<file path="src/include/irq_regs_pkg.sv">
// Contract
// - timer enable word at F016, reset zero
// - bits 0..3 enable wide timers 0..3
// - bits 8..10 enable tick counters 0..2
// - acceptance clears global gate, enables kept
// - neighbour word bits 14,15 enable byte timers
// - request word at F018, reset zero
// - bit 0 is watchdog pending flag
// - watchdog request ignores global gate
// - low byte flags set on event always
// - bits 8..15 are pin event flags
// - pin flags set always, forwarded when enabled
// - software one write sets pending flag
// - acceptance clears the accepted flag
// - request-write interrupt waits one instruction; code holds only for a write of one to bit 0
// - pin enable byte bits 8..15 match flags
package irq_regs_pkg;
    localparam logic [15:0] TIMER_EN_ADDR = 16'hF016;
    localparam logic [15:0] PENDING_ADDR = 16'hF018;
    localparam logic [15:0] CONV_EN_ADDR = 16'hF014;
    localparam logic [15:0] PIN_EN_ADDR = 16'hF010;
    localparam logic [15:0] GATE_ADDR = 16'hF0F0;
    localparam logic [15:0] STAT_ADDR = 16'hF0F4;
    localparam logic [15:0] MASK_ADDR = 16'hF0F8;
    localparam logic [15:0] TIMER_EN_MASK = 16'h070F;
    localparam logic [15:0] CONV_EN_MASK = 16'hC000;
    localparam logic [15:0] PIN_EN_MASK = 16'hFF00;
    localparam logic [15:0] PENDING_MASK = 16'hFF01;
    localparam logic [15:0] WORD_RESET = 16'h0000;
    localparam int WDOG_BIT = 0;
    localparam int PIN_LO = 8;
    localparam int BYTE_T6 = 14;
    localparam int BYTE_T7 = 15;
    localparam int SRC_WDOG = 0;
    localparam int SRC_PIN = 1;
    localparam int SRC_TMR = 2;
    localparam logic [1:0] SRC_W = 2'h3;
    localparam logic [2:0] STAT_W = 3'h7;
endpackage

</file>
<file path="src/design/irq_enable_request_regs.sv">
`timescale 1ns/100ps
module irq_enable_request_regs (
    // clock and reset
    input wire logic SYS_CLK,
    input wire logic RST_B,
    // apb slave
    input wire logic PSEL,
    input wire logic PENABLE,
    input wire logic PWRITE,
    input wire logic [15:0] PADDR,
    input wire logic [31:0] PWDATA,
    input wire logic [3:0] PSTRB,
    output logic [31:0] PRDATA,
    output logic PREADY,
    output logic PSLVERR,
    // source events, one-cycle pulses from same-clock logic
    input wire logic WDOG_EVENT,
    input wire logic [7:0] PIN_EVENT,
    input wire logic [3:0] WIDE_TIMER_EVENT,
    input wire logic [2:0] TICK_EVENT,
    input wire logic [1:0] BYTE_TIMER_EVENT,
    // cpu side
    input wire logic INSTR_DONE,
    input wire logic ACCEPT,
    input wire logic [3:0] ACCEPT_ID,
    input wire logic GATE_SET,
    output logic CPU_REQ,
    output logic GLOBAL_IRQ_GATE,
    output logic [15:0] TIMER_ENABLES,
    output logic [1:0] BYTE_TIMER_ENABLES,
    // block interrupt
    output logic IRQ
);
    import irq_regs_pkg::*;

    logic [15:0] timer_tick_enable_word;
    logic [15:0] converter_timer_enable_word;
    logic [15:0] pin_event_enable_byte;
    logic [15:0] pending_request_word_low;
    logic global_irq_gate;
    logic [2:0] stat;
    logic [2:0] mask;
    logic hold_req;
    logic wr;
    logic rd;
    logic [15:0] wmask;
    logic [15:0] wdat;
    logic [15:0] rword;
    logic hit;
    logic [15:0] accept_clr;
    logic [15:0] ev_set;
    logic maskable;
    logic next_req;

    ////////////////////////////////////////////////////////////////////
    // apb decode; zero wait states, byte lanes 0 and 1 carry 8/16-bit
    assign wr = PSEL && PENABLE && PWRITE;
    assign rd = PSEL && !PENABLE && !PWRITE;
    assign wmask = {{8{PSTRB[1]}}, {8{PSTRB[0]}}};
    assign wdat = PWDATA[15:0];
    assign PREADY = 1'b1;

    // read mux and mapped-address check
    always_comb begin
        hit = 1'b1;
        rword = WORD_RESET;
        case (PADDR)
            TIMER_EN_ADDR: rword = timer_tick_enable_word;
            CONV_EN_ADDR: rword = converter_timer_enable_word;
            PIN_EN_ADDR: rword = pin_event_enable_byte;
            PENDING_ADDR: rword = pending_request_word_low;
            GATE_ADDR: rword = {15'h0000, global_irq_gate};
            STAT_ADDR: rword = {13'h0000, stat};
            MASK_ADDR: rword = {13'h0000, mask};
            default: hit = 1'b0;
        endcase
    end

    // error only in the access phase of an unmapped address
    assign PSLVERR = PSEL && PENABLE && !hit;

    // read data registered in setup so it is stable in access
    always_ff @(posedge SYS_CLK or negedge RST_B) begin
        if (!RST_B) begin
            PRDATA <= 32'h00000000;
        end else if (rd) begin
            PRDATA <= {16'h0000, rword};
        end
    end

    ////////////////////////////////////////////////////////////////////
    // enable words: only documented bits exist, others read zero
    always_ff @(posedge SYS_CLK or negedge RST_B) begin
        if (!RST_B) begin
            timer_tick_enable_word <= WORD_RESET;
            converter_timer_enable_word <= WORD_RESET;
            pin_event_enable_byte <= WORD_RESET;
        end else if (wr) begin
            // acceptance never touches these words
            if (PADDR == TIMER_EN_ADDR) begin
                timer_tick_enable_word <= (timer_tick_enable_word & ~wmask)
                    | (wdat & wmask & TIMER_EN_MASK);
            end
            if (PADDR == CONV_EN_ADDR) begin
                converter_timer_enable_word <=
                    (converter_timer_enable_word & ~wmask)
                    | (wdat & wmask & CONV_EN_MASK);
            end
            if (PADDR == PIN_EN_ADDR) begin
                pin_event_enable_byte <= (pin_event_enable_byte & ~wmask)
                    | (wdat & wmask & PIN_EN_MASK);
            end
        end
    end

    ////////////////////////////////////////////////////////////////////
    // request flags: event or software one sets, acceptance clears
    always_comb begin
        accept_clr = 16'h0000;
        if (ACCEPT) begin
            if (ACCEPT_ID == 4'h0) begin
                accept_clr[WDOG_BIT] = 1'b1;
            end else if (ACCEPT_ID <= 4'h8) begin
                accept_clr[PIN_LO + int'(ACCEPT_ID) - 1] = 1'b1;
            end
        end
    end

    assign ev_set = {PIN_EVENT, 7'h00, WDOG_EVENT};

    always_ff @(posedge SYS_CLK or negedge RST_B) begin
        if (!RST_B) begin
            pending_request_word_low <= WORD_RESET;
        end else begin
            // set wins over a same-cycle acceptance clear; software
            // zero writes also clear (plain r/w register)
            logic [15:0] nv;
            nv = pending_request_word_low & ~accept_clr;
            if (wr && PADDR == PENDING_ADDR) begin
                nv = (nv & ~wmask) | (wdat & wmask);
            end
            pending_request_word_low <= (nv | ev_set) & PENDING_MASK;
        end
    end

    ////////////////////////////////////////////////////////////////////
    // master gate: acceptance clears it, cpu or software sets it
    always_ff @(posedge SYS_CLK or negedge RST_B) begin
        if (!RST_B) begin
            global_irq_gate <= 1'b0;
        end else if (ACCEPT) begin
            global_irq_gate <= 1'b0;
        end else if (GATE_SET) begin
            global_irq_gate <= 1'b1;
        end else if (wr && PADDR == GATE_ADDR && PSTRB[0]) begin
            global_irq_gate <= PWDATA[0];
        end
    end

    // a watchdog request made by a write waits for one more instruction
    always_ff @(posedge SYS_CLK or negedge RST_B) begin
        if (!RST_B) begin
            hold_req <= 1'b0;
        end else if (wr && PADDR == PENDING_ADDR && PSTRB[0]
                     && PWDATA[WDOG_BIT]) begin
            hold_req <= 1'b1;
        end else if (INSTR_DONE) begin
            hold_req <= 1'b0;
        end
    end

    ////////////////////////////////////////////////////////////////////
    // combined request towards the cpu
    assign maskable = |(pending_request_word_low & pin_event_enable_byte
                        & PIN_EN_MASK);
    assign next_req = !hold_req && (pending_request_word_low[WDOG_BIT]
                      || (global_irq_gate && maskable));
    assign CPU_REQ = next_req;
    assign GLOBAL_IRQ_GATE = global_irq_gate;
    assign TIMER_ENABLES = timer_tick_enable_word;
    assign BYTE_TIMER_ENABLES = {converter_timer_enable_word[BYTE_T7],
                                 converter_timer_enable_word[BYTE_T6]};

    ////////////////////////////////////////////////////////////////////
    // sticky event status, write one to clear, set wins
    always_ff @(posedge SYS_CLK or negedge RST_B) begin
        if (!RST_B) begin
            stat <= 3'h0;
            mask <= 3'h0;
        end else begin
            logic [2:0] clr;
            clr = (wr && PADDR == STAT_ADDR && PSTRB[0]) ? PWDATA[2:0]
                  : 3'h0;
            stat <= (stat & ~clr)
                | {|(WIDE_TIMER_EVENT) | (|TICK_EVENT)
                   | (|BYTE_TIMER_EVENT), |PIN_EVENT, WDOG_EVENT};
            if (wr && PADDR == MASK_ADDR && PSTRB[0]) begin
                mask <= PWDATA[2:0] & STAT_W;
            end
        end
    end

    assign IRQ = |(stat & mask);

    ////////////////////////////////////////////////////////////////////
    // checks
    wdog_nomask_a: assert property (@(posedge SYS_CLK) disable iff (!RST_B)
        (pending_request_word_low[WDOG_BIT] && !hold_req) |-> CPU_REQ)
        else $error("watchdog request blocked");
    gate_clear_a: assert property (@(posedge SYS_CLK) disable iff (!RST_B)
        ACCEPT |=> !global_irq_gate)
        else $error("gate not cleared on accept");
    enable_kept_a: assert property (@(posedge SYS_CLK) disable iff (!RST_B)
        (ACCEPT && !wr) |=> $stable(timer_tick_enable_word))
        else $error("enable changed on accept");
    wdog_set_a: assert property (@(posedge SYS_CLK) disable iff (!RST_B)
        WDOG_EVENT |=> pending_request_word_low[WDOG_BIT])
        else $error("watchdog flag not set");
    pin_set_a: assert property (@(posedge SYS_CLK) disable iff (!RST_B)
        PIN_EVENT[0] |=> pending_request_word_low[PIN_LO])
        else $error("pin flag not set");
    accept_clr_a: assert property (@(posedge SYS_CLK) disable iff (!RST_B)
        (ACCEPT && ACCEPT_ID == 4'h1 && !PIN_EVENT[0] && !wr)
        |=> !pending_request_word_low[PIN_LO])
        else $error("accepted flag kept");
    masked_off_a: assert property (@(posedge SYS_CLK) disable iff (!RST_B)
        (!global_irq_gate && !pending_request_word_low[WDOG_BIT])
        |-> !CPU_REQ)
        else $error("request without gate");
    sw_hold_a: assert property (@(posedge SYS_CLK) disable iff (!RST_B)
        (wr && PADDR == PENDING_ADDR && PSTRB[0] && PWDATA[0]
         && !INSTR_DONE) |=> !CPU_REQ)
        else $error("write request not held");
    sw_set_a: assert property (@(posedge SYS_CLK) disable iff (!RST_B)
        (wr && PADDR == PENDING_ADDR && PSTRB[1] && PWDATA[15])
        |=> pending_request_word_low[15])
        else $error("software set lost");

    ////////////////////////////////////////////////////////////////////
    // register layout and forwarding checks, kept beside the logic

    // dead timer enable bits must never hold a one
    tmr_bits_a: assert property (
        @(posedge SYS_CLK) disable iff (!RST_B)
        (timer_tick_enable_word & ~TIMER_EN_MASK) == WORD_RESET)
        else $error("dead timer enable bit set");

    // only the two byte timer bits live in the neighbour word
    conv_bits_a: assert property (
        @(posedge SYS_CLK) disable iff (!RST_B)
        (converter_timer_enable_word & ~CONV_EN_MASK) == WORD_RESET)
        else $error("dead neighbour enable bit set");

    // pin enables occupy the high byte only
    pin_bits_a: assert property (
        @(posedge SYS_CLK) disable iff (!RST_B)
        (pin_event_enable_byte & ~PIN_EN_MASK) == WORD_RESET)
        else $error("dead pin enable bit set");

    // reserved request bits stay zero even after a full-word write
    pend_bits_a: assert property (
        @(posedge SYS_CLK) disable iff (!RST_B)
        (pending_request_word_low & ~PENDING_MASK) == WORD_RESET)
        else $error("reserved request bit set");

    // low lane write lands in the wide timer enables
    tmr_write_a: assert property (
        @(posedge SYS_CLK) disable iff (!RST_B)
        (wr && PADDR == TIMER_EN_ADDR && PSTRB[0])
        |=> TIMER_ENABLES[3:0] == $past(PWDATA[3:0]))
        else $error("wide timer enable write lost");

    // high lane write lands in the tick counter enables
    tick_write_a: assert property (
        @(posedge SYS_CLK) disable iff (!RST_B)
        (wr && PADDR == TIMER_EN_ADDR && PSTRB[1])
        |=> TIMER_ENABLES[10:8] == $past(PWDATA[10:8]))
        else $error("tick enable write lost");

    // byte timer enables follow a high lane write of the neighbour
    byte_write_a: assert property (
        @(posedge SYS_CLK) disable iff (!RST_B)
        (wr && PADDR == CONV_EN_ADDR && PSTRB[1])
        |=> BYTE_TIMER_ENABLES == $past(PWDATA[15:14]))
        else $error("byte timer enable write lost");

    // pin enables follow a high lane write
    pin_write_a: assert property (
        @(posedge SYS_CLK) disable iff (!RST_B)
        (wr && PADDR == PIN_EN_ADDR && PSTRB[1])
        |=> pin_event_enable_byte[15:8] == $past(PWDATA[15:8]))
        else $error("pin enable write lost");

    // an enabled pin request under an open gate must reach the cpu
    pin_fwd_a: assert property (
        @(posedge SYS_CLK) disable iff (!RST_B)
        (global_irq_gate && pending_request_word_low[PIN_LO]
         && pin_event_enable_byte[PIN_LO] && !hold_req) |-> CPU_REQ)
        else $error("enabled pin request not forwarded");

    // pending pins without their enable never reach the cpu
    pin_block_a: assert property (
        @(posedge SYS_CLK) disable iff (!RST_B)
        ((pending_request_word_low & pin_event_enable_byte
          & PIN_EN_MASK) == WORD_RESET
         && !pending_request_word_low[WDOG_BIT]) |-> !CPU_REQ)
        else $error("disabled pin request forwarded");

    // accepting the watchdog drops its flag unless set again
    wdog_clr_a: assert property (
        @(posedge SYS_CLK) disable iff (!RST_B)
        (ACCEPT && ACCEPT_ID == 4'h0 && !WDOG_EVENT
         && !(wr && PADDR == PENDING_ADDR))
        |=> !pending_request_word_low[WDOG_BIT])
        else $error("accepted watchdog flag kept");

    // the top pin id maps onto the top flag
    pin7_clr_a: assert property (
        @(posedge SYS_CLK) disable iff (!RST_B)
        (ACCEPT && ACCEPT_ID == 4'h8 && !PIN_EVENT[7]
         && !(wr && PADDR == PENDING_ADDR))
        |=> !pending_request_word_low[15])
        else $error("accepted pin 7 flag kept");

    // top pin event sets the top flag
    pin7_set_a: assert property (
        @(posedge SYS_CLK) disable iff (!RST_B)
        PIN_EVENT[7] |=> pending_request_word_low[15])
        else $error("pin 7 flag not set");

    // a watchdog flag is sticky until accepted or written
    wdog_keep_a: assert property (
        @(posedge SYS_CLK) disable iff (!RST_B)
        (pending_request_word_low[WDOG_BIT]
         && !(ACCEPT && ACCEPT_ID == 4'h0)
         && !(wr && PADDR == PENDING_ADDR))
        |=> pending_request_word_low[WDOG_BIT])
        else $error("watchdog flag lost");

    // software one on the watchdog bit makes it pending
    wdog_sw_a: assert property (
        @(posedge SYS_CLK) disable iff (!RST_B)
        (wr && PADDR == PENDING_ADDR && PSTRB[0] && PWDATA[WDOG_BIT])
        |=> pending_request_word_low[WDOG_BIT])
        else $error("software watchdog set lost");

    // the hold lasts until an instruction completes
    hold_keep_a: assert property (
        @(posedge SYS_CLK) disable iff (!RST_B)
        (hold_req && !INSTR_DONE) |=> hold_req)
        else $error("write hold released early");

    // one completed instruction frees a held request
    hold_free_a: assert property (
        @(posedge SYS_CLK) disable iff (!RST_B)
        (hold_req && INSTR_DONE && !(wr && PADDR == PENDING_ADDR))
        |=> !hold_req)
        else $error("write hold stuck");

    // cpu gate set opens the gate unless an accept wins
    gate_set_a: assert property (
        @(posedge SYS_CLK) disable iff (!RST_B)
        (GATE_SET && !ACCEPT) |=> GLOBAL_IRQ_GATE)
        else $error("gate set lost");

    // the timer enable register answers at once without error
    map_ok_a: assert property (
        @(posedge SYS_CLK) disable iff (!RST_B)
        (PSEL && PENABLE && PADDR == TIMER_EN_ADDR) |-> PREADY && !PSLVERR)
        else $error("timer enable access refused");

    // request word read data captured at the setup edge
    rd_pend_a: assert property (
        @(posedge SYS_CLK) disable iff (!RST_B)
        (PSEL && !PENABLE && !PWRITE && PADDR == PENDING_ADDR)
        |=> PRDATA == {16'h0000, $past(pending_request_word_low)})
        else $error("request word read wrong");

    // timer enable word read data captured at the setup edge
    rd_tmr_a: assert property (
        @(posedge SYS_CLK) disable iff (!RST_B)
        (PSEL && !PENABLE && !PWRITE && PADDR == TIMER_EN_ADDR)
        |=> PRDATA == {16'h0000, $past(timer_tick_enable_word)})
        else $error("timer enable read wrong");

    // acceptance leaves the neighbour enables alone too
    conv_kept_a: assert property (
        @(posedge SYS_CLK) disable iff (!RST_B)
        (ACCEPT && !wr) |=> $stable(converter_timer_enable_word))
        else $error("neighbour enable changed on accept");
endmodule

</file>
<file path="config.mk">
export PLATFORM = sky130hd
export DESIGN_NAME = irq_enable_request_regs
export DESIGN_NICKNAME = d
export VERILOG_FILES = /design/src/include/irq_regs_pkg.sv /design/src/design/irq_enable_request_regs.sv
export SDC_FILE = /design/constraint.sdc
export NUM_CORES = 1
export LEC_CHECK = 0
export ABC_AREA = 1
export ABC_CLOCK_PERIOD_IN_PS = 1400
export BUFFER_PORTS_ARGS = -buffer_cell sky130_fd_sc_hd__buf_2
export CAP_MARGIN = 20
export CORE_MARGIN = 1
export CORE_UTILIZATION = 33
export DETAILED_ROUTE_END_ITERATION = 16
export PLACE_DENSITY = 0.59
export SETUP_SLACK_MARGIN = 0.1
export SLEW_MARGIN = 15
export SYNTH_ARGS = -nofsm -noshare
export SYNTH_HDL_FRONTEND = slang
export SYNTH_SLANG_ARGS = --single-unit
</file>
<file path="constraint.sdc">
create_clock -name SYS_CLK -period 1.4 [get_ports SYS_CLK]
set_clock_uncertainty 0.15 [all_clocks]
set_input_delay 0 -clock SYS_CLK [delete_from_list [all_inputs] [get_ports SYS_CLK]]
set_output_delay 0 -clock SYS_CLK [all_outputs]
set_load 0.02 [all_outputs]
</file>
Yosys cells after proc, flatten, opt, wreduce, memory -nomap -nowiden
Cells that the tools add are included.
{"block": "word_totals", "in_bits": 82, "out_inout_bits": 55, "ff_bits": 81}
{"block": "op_classes", "n_reduce_logical": 35, "n_lt_le_gt_ge": 3, "eq_ne": 7, "mux": 15, "add_sub_neg": 2, "bitwise_logic": 20}
{"op": "$and 16x16->16", "count": 7}
{"op": "$eq 16x16->1 const B", "count": 7}
{"op": "$pmux 16 s7", "count": 1}
{"op": "$or 16x16->16", "count": 4}
{"op": "$mux 16", "count": 3}
{"op": "$not 16->16", "count": 2}
{"op": "$logic_and 1x1->1", "count": 17}
{"op": "$or 16x11->16", "count": 1}
{"op": "$reduce_or 8->1", "count": 2}
{"op": "$mux 15", "count": 1}
{"op": "$mux 1", "count": 8}
{"op": "$reduce_or 7->1", "count": 1}
{"op": "$and 3x3->3", "count": 2}
{"op": "$ge 6x1->1 const B", "count": 1}
{"op": "$lt 6x6->1 const B", "count": 1}
{"op": "$reduce_and 2->1", "count": 3}
{"op": "$reduce_or 3->1", "count": 2}
{"op": "$sub 5x1->6 const B", "count": 1}
{"op": "$add 4x4->5 const A", "count": 1}
{"op": "$demux 1 s4", "count": 1}
{"op": "$le 4x4->1 const B", "count": 1}
{"op": "$logic_not 1->1", "count": 4}
{"op": "$logic_not 4->1", "count": 1}
{"op": "$reduce_or 4->1", "count": 1}
{"op": "8 further kinds", "count": 9}

Logic depth before layout (Yosys ltp)
{"block": "depth", "ltp_word": 15, "ltp_mapped": 12, "depth_no_buf": 10}

Worst setup path before layout
Ideal clock, no wire load.
{"block": "synth_timing", "kind": "input to output", "startpoint": "in PADDR[14]", "endpoint": "out PSLVERR", "cell_stages": 9, "path_slack_ps": 163, "path_buffers": 2, "required_time_ps": 1250, "t_arrival_ps": 1087, "cell_sequence": "nand2_1 -> inv_1 -> nand2_1 -> nor2_2 -> buf_6 -> buf_2 -> o21ai_0 -> nand3_1 -> nor3_1"}
{"block": "synth_via", "elab_chain_cells": 5, "elab_cells_between_ends": 11, "cone_classes": "eq/ne (7); mux (1); reduce/logical (3)"}
{"element": "from (decl)", "line": "irq_enable_request_regs.sv:10", "source": "input wire logic [15:0] PADDR,"}
{"element": "$eq 16x16->1", "line": "irq_enable_request_regs.sv:67", "source": "case (PADDR)"}
{"element": "$reduce_or 7->1 (no source line) (*)"}
{"element": "$mux 1 (*)", "line": "irq_enable_request_regs.sv:67"}
{"element": "$logic_not 1->1 (*)", "line": "irq_enable_request_regs.sv:80", "source": "assign PSLVERR = PSEL && PENABLE && !hit;"}
{"element": "$logic_and 1x1->1 (*)", "line": "irq_enable_request_regs.sv:80"}
{"element": "to (decl)", "line": "irq_enable_request_regs.sv:15", "source": "output logic PSLVERR,"}
Mark *: on every way between the ends. The rest lies on a longest branch, timed or not.

==> flow_metrics.tcl <==
set metrics [dict create \
    critical_path.reg2reg.startpoint "pending_request_word_low[13]$_DFF_PN0_" \
    critical_path.slowest_cell "sky130_fd_sc_hd__dfrtp_1" \
    vias 3904 \
    ant_nets 0 \
    drive_above_1_share_pct 26.8 \
    power_switching_mw 1.19 \
    worst_r2r_path_depth 5 \
    worst_pin_slew_ns 0.556 \
    finalSetupTns_ns -0.454 \
    ys.warnings.count 0 \
    slew-limit-headroom_pct 62.6 \
    layout.cell_area.non_filler_mm2 0.00570 \
    fin_ws_ns -0.226 \
    worst_setup_path_start_kind "flip-flop" \
    p_comb_share_pct 8.8 \
    powerDensity_mw_per_mm2 898 \
    dieWidth_um 114 \
    route.detailed.wl_per_inst_um 13.3 \
    crit_fanout 3 \
    yosysTopAreaCellShare_pct 49.3 \
    p_int_mw 3.92 \
    cp-end-kind "output port" \
    period_share_pct 116 \
    wl_um 11500 \
    gr-usage-all-layers_pct 18.5 \
    ys_seq_elements 81 \
    final-setup-viol-count 4 \
    seqPwrFrac_pct 46.1 \
    number_of_global_route_vias_before_repair 3853 \
    grt_start_max_net_pins 82 \
    path_delay_family "flip-flops" \
    critical_path_arrival_ns 1.48 \
    grt_antenna_before_repair 0 \
    power.switching_fraction_pct 23.3 \
    total_of_fill_cells_in_the_finished_design 1199 \
    remaining_global_route_overflow 0 \
    clockPowerShare_pct 45.1 \
    synth.lib_cells_used.distinct 33 \
    core_region_area_mm2 0.0121 \
    worst-endpoint-required_ns 1.25 \
    synth-seq-area-share_pct 49.3 \
    cts_buffers 9 \
    tritoncts "done" \
    postPlaceCellArea_mm2 0.00492 \
    mostFrequentLayoutCell "sky130_fd_sc_hd__nand2_1" \
    worstHoldPathType "primary input to flip-flop" \
    cts.clk_slew.worst_paths_ns 0.06 \
    clock_sink_count 81 \
    maxSlewViolCount 0 \
    clock.fmax_mhz 615 \
    design.portCount 137 \
    cts-root-buf "sky130_fd_sc_hd__clkbuf_16" \
    htree_levels 3 \
    initial_utilization_pct 34.1 \
    nNetsFinal 770 \
    synthTopCellsByArea "sky130_fd_sc_hd__dfrtp_1 49%, sky130_fd_sc_hd__nand2_1 16%, sky130_fd_sc_hd__nand3_1 6.9%" \
    globalplace.congestion 0.829 \
    multi_input_comb_area_mm2 0.00169 \
    cp_cell_sequence "a22o_1 > nor2_2 > nand2_1 > a21oi_2 > nor2_1 > buf_2" \
    r2r_slack_ns 0.22 \
    layout_min_cycle_time_ns 1.63 \
    diodes 0 \
    failed_checks "setup timing" \
    avgViaCountPerCell 4.53 \
    half_perimeter_wire_length_of_the_detailed_placement_result_um 8310 \
    crit-reg2reg-capture "PRDATA[13]$_DFFE_PN0P_" \
    syn_area_mm2 0.00411 \
    rsz0062_at_grt "yes" \
    grt_first_pass_wirelength_um 18400 \
    fin_util_pct 47.3 \
    synth_cells 522 \
    first_pass_iteration_count_of_the_detailed_router 5 \
    setup.worst_path.class "flip-flop to output port" \
    floorplan.die_area_mm2 0.0129 \
    critical_path_depth_in_cells 6 \
    clock_latency_ns 0.33 \
    slowest_delay_ns 0.40 \
    cap_violations 0 \
    drt-initial-drc-count 169 \
    floorplan.die.height_um 114 \
    synth_area_per_cell_um2 7.88 \
    layout.cells.most_common_list "169 x sky130_fd_sc_hd__nand2_1, 94 x sky130_fd_sc_hd__buf_2, 81 x sky130_fd_sc_hd__dfrtp_1" \
    synth_largest_area_cell "sky130_fd_sc_hd__dfrtp_1" \
    register_area_mm2 0.00203 \
    ctsLongestPathBuffers 2 \
    post_synth_edffs 0 \
    buffers_plus_inverters_on_the_worst_setup_path 1 \
    p_leak_nw 3.25 \
    remaining_drc_errors 0 \
    status "finished with violations" \
    irDropWorstVdd_mv 0.457 \
    synthArstFlopShare_pct 100 \
    port_buffers 97 \
    core.rowCount 40 \
    timing_hold_violations_final 0 \
    dominantRegCellSynth "sky130_fd_sc_hd__dfrtp_1" \
    areaGrowthSynthToFinish_pct 38.6 \
    critical_path.endpoint "CPU_REQ" \
]
==> power by group through the flow <==
stage               clock network (mW)  registers [mW]  logic [mW]
finish                            2.31            2.36       0.452
global route                      2.46            2.36       0.497
CTS                               2.36            2.36       0.433
detailed placement                   0            2.40       0.348
global placement                     0            2.40       0.342
floorplan                            0            2.40       0.176
==> worst min path at each step <==
| stage | from | to | slack [ns] | cells past startpoint |
|---|---|---|---|---|
| global route | PWRITE | PRDATA[7]$_DFFE_PN0P_ | 0.05 | 5 |
| floorplan | RST_B | GLOBAL_IRQ_GATE$_DFFE_PN0P_ | -0.45 | 0 |
| finish | PWRITE | PRDATA[3]$_DFFE_PN0P_ | 0.03 | 5 |
| CTS | ACCEPT_ID[2] | pending_request_word_low[15]$_DFF_PN0_ | 0.01 | 7 |
| global placement | RST_B | PRDATA[14]$_DFFE_PN0P_ | -0.09 | 2 |
| detailed placement | RST_B | TIMER_ENABLES[15]$_DFFE_PN0P_ | -0.08 | 2 |
==> through the flow <==
stage                     total power, mW  worst slack, ns  hold slack [ns]  instances
after CTS                            5.15           -0.262           0.0104        858
after global placement               2.74         -0.00815          -0.0875        801
after floorplan                      2.58            0.163           -0.446        537
after global routing                 5.32           -0.337           0.0474        861
final                                5.12           -0.226           0.0282        861
after detailed placement             2.75          -0.0844          -0.0828        801
==> logic make-up (layout without fill, tap and decap cells) <==
group | count (synthesis) | count (layout) | share of synthesized area, %
AND/OR/NAND/NOR | 289 | 289 | 31.9
buffers and inverters | 101 | 257 | 12.2
flip-flops | 81 | 81 | 49.3
AO/OA/AOI/OAI | 49 | 49 | 6.48
other | 2 | 17 | 0.183
==> cell type report <==
cell class | instances | area share (%)
Inverter | 69 | 4.57
Clock buffer | 11 | 4.08
Clock inverter | 5 | 0.988
Timing Repair Buffer | 172 | 21.5
Multi-Input combinational cell | 355 | 29.7
Tap cell | 168 | 3.69
Sequential cell | 81 | 35.6
==> routing by layer <==
metal  GRT usage, %  share of wire (%)
met5              0                  0
met4           5.88                1.9
met3           4.57                5.2
met2           32.8                 50
met1           22.0                 43
==> synthesized netlist by cell type, drive strengths merged (2+ instances only) <==
| library cell | number |
|---|---|
| buf | 30 |
| o21ai | 33 |
| conb | 2 |
| a21oi | 11 |
| nand4 | 9 |
| nor3 | 6 |
| nor4 | 2 |
| nand3 | 59 |
| nand2 | 179 |
| a22o | 4 |
| dfrtp | 81 |
| clkbuf | 2 |
| inv | 68 |
| nor2 | 32 |
==> worst min-delay path, delay by kind of cell <==
| kind | cells | cell delay, ns |
|---|---|---|
| and+or+nand+nor | 3 | 0.17 |
| buffers and inverters | 2 | 0.29 |
==> repair_timing <==
action | 4_1_cts | 5_1_grt
endpoints found under the setup margin | 2 | 19
pin swaps | 2 | 11
hold buffers | 39 | 4
endpoints found under the hold margin | 117 | 6
gates resized for setup | 2 | 20
buffers inserted | 2 | 1
No activity file was read; power rests on OpenSTA's default activity.
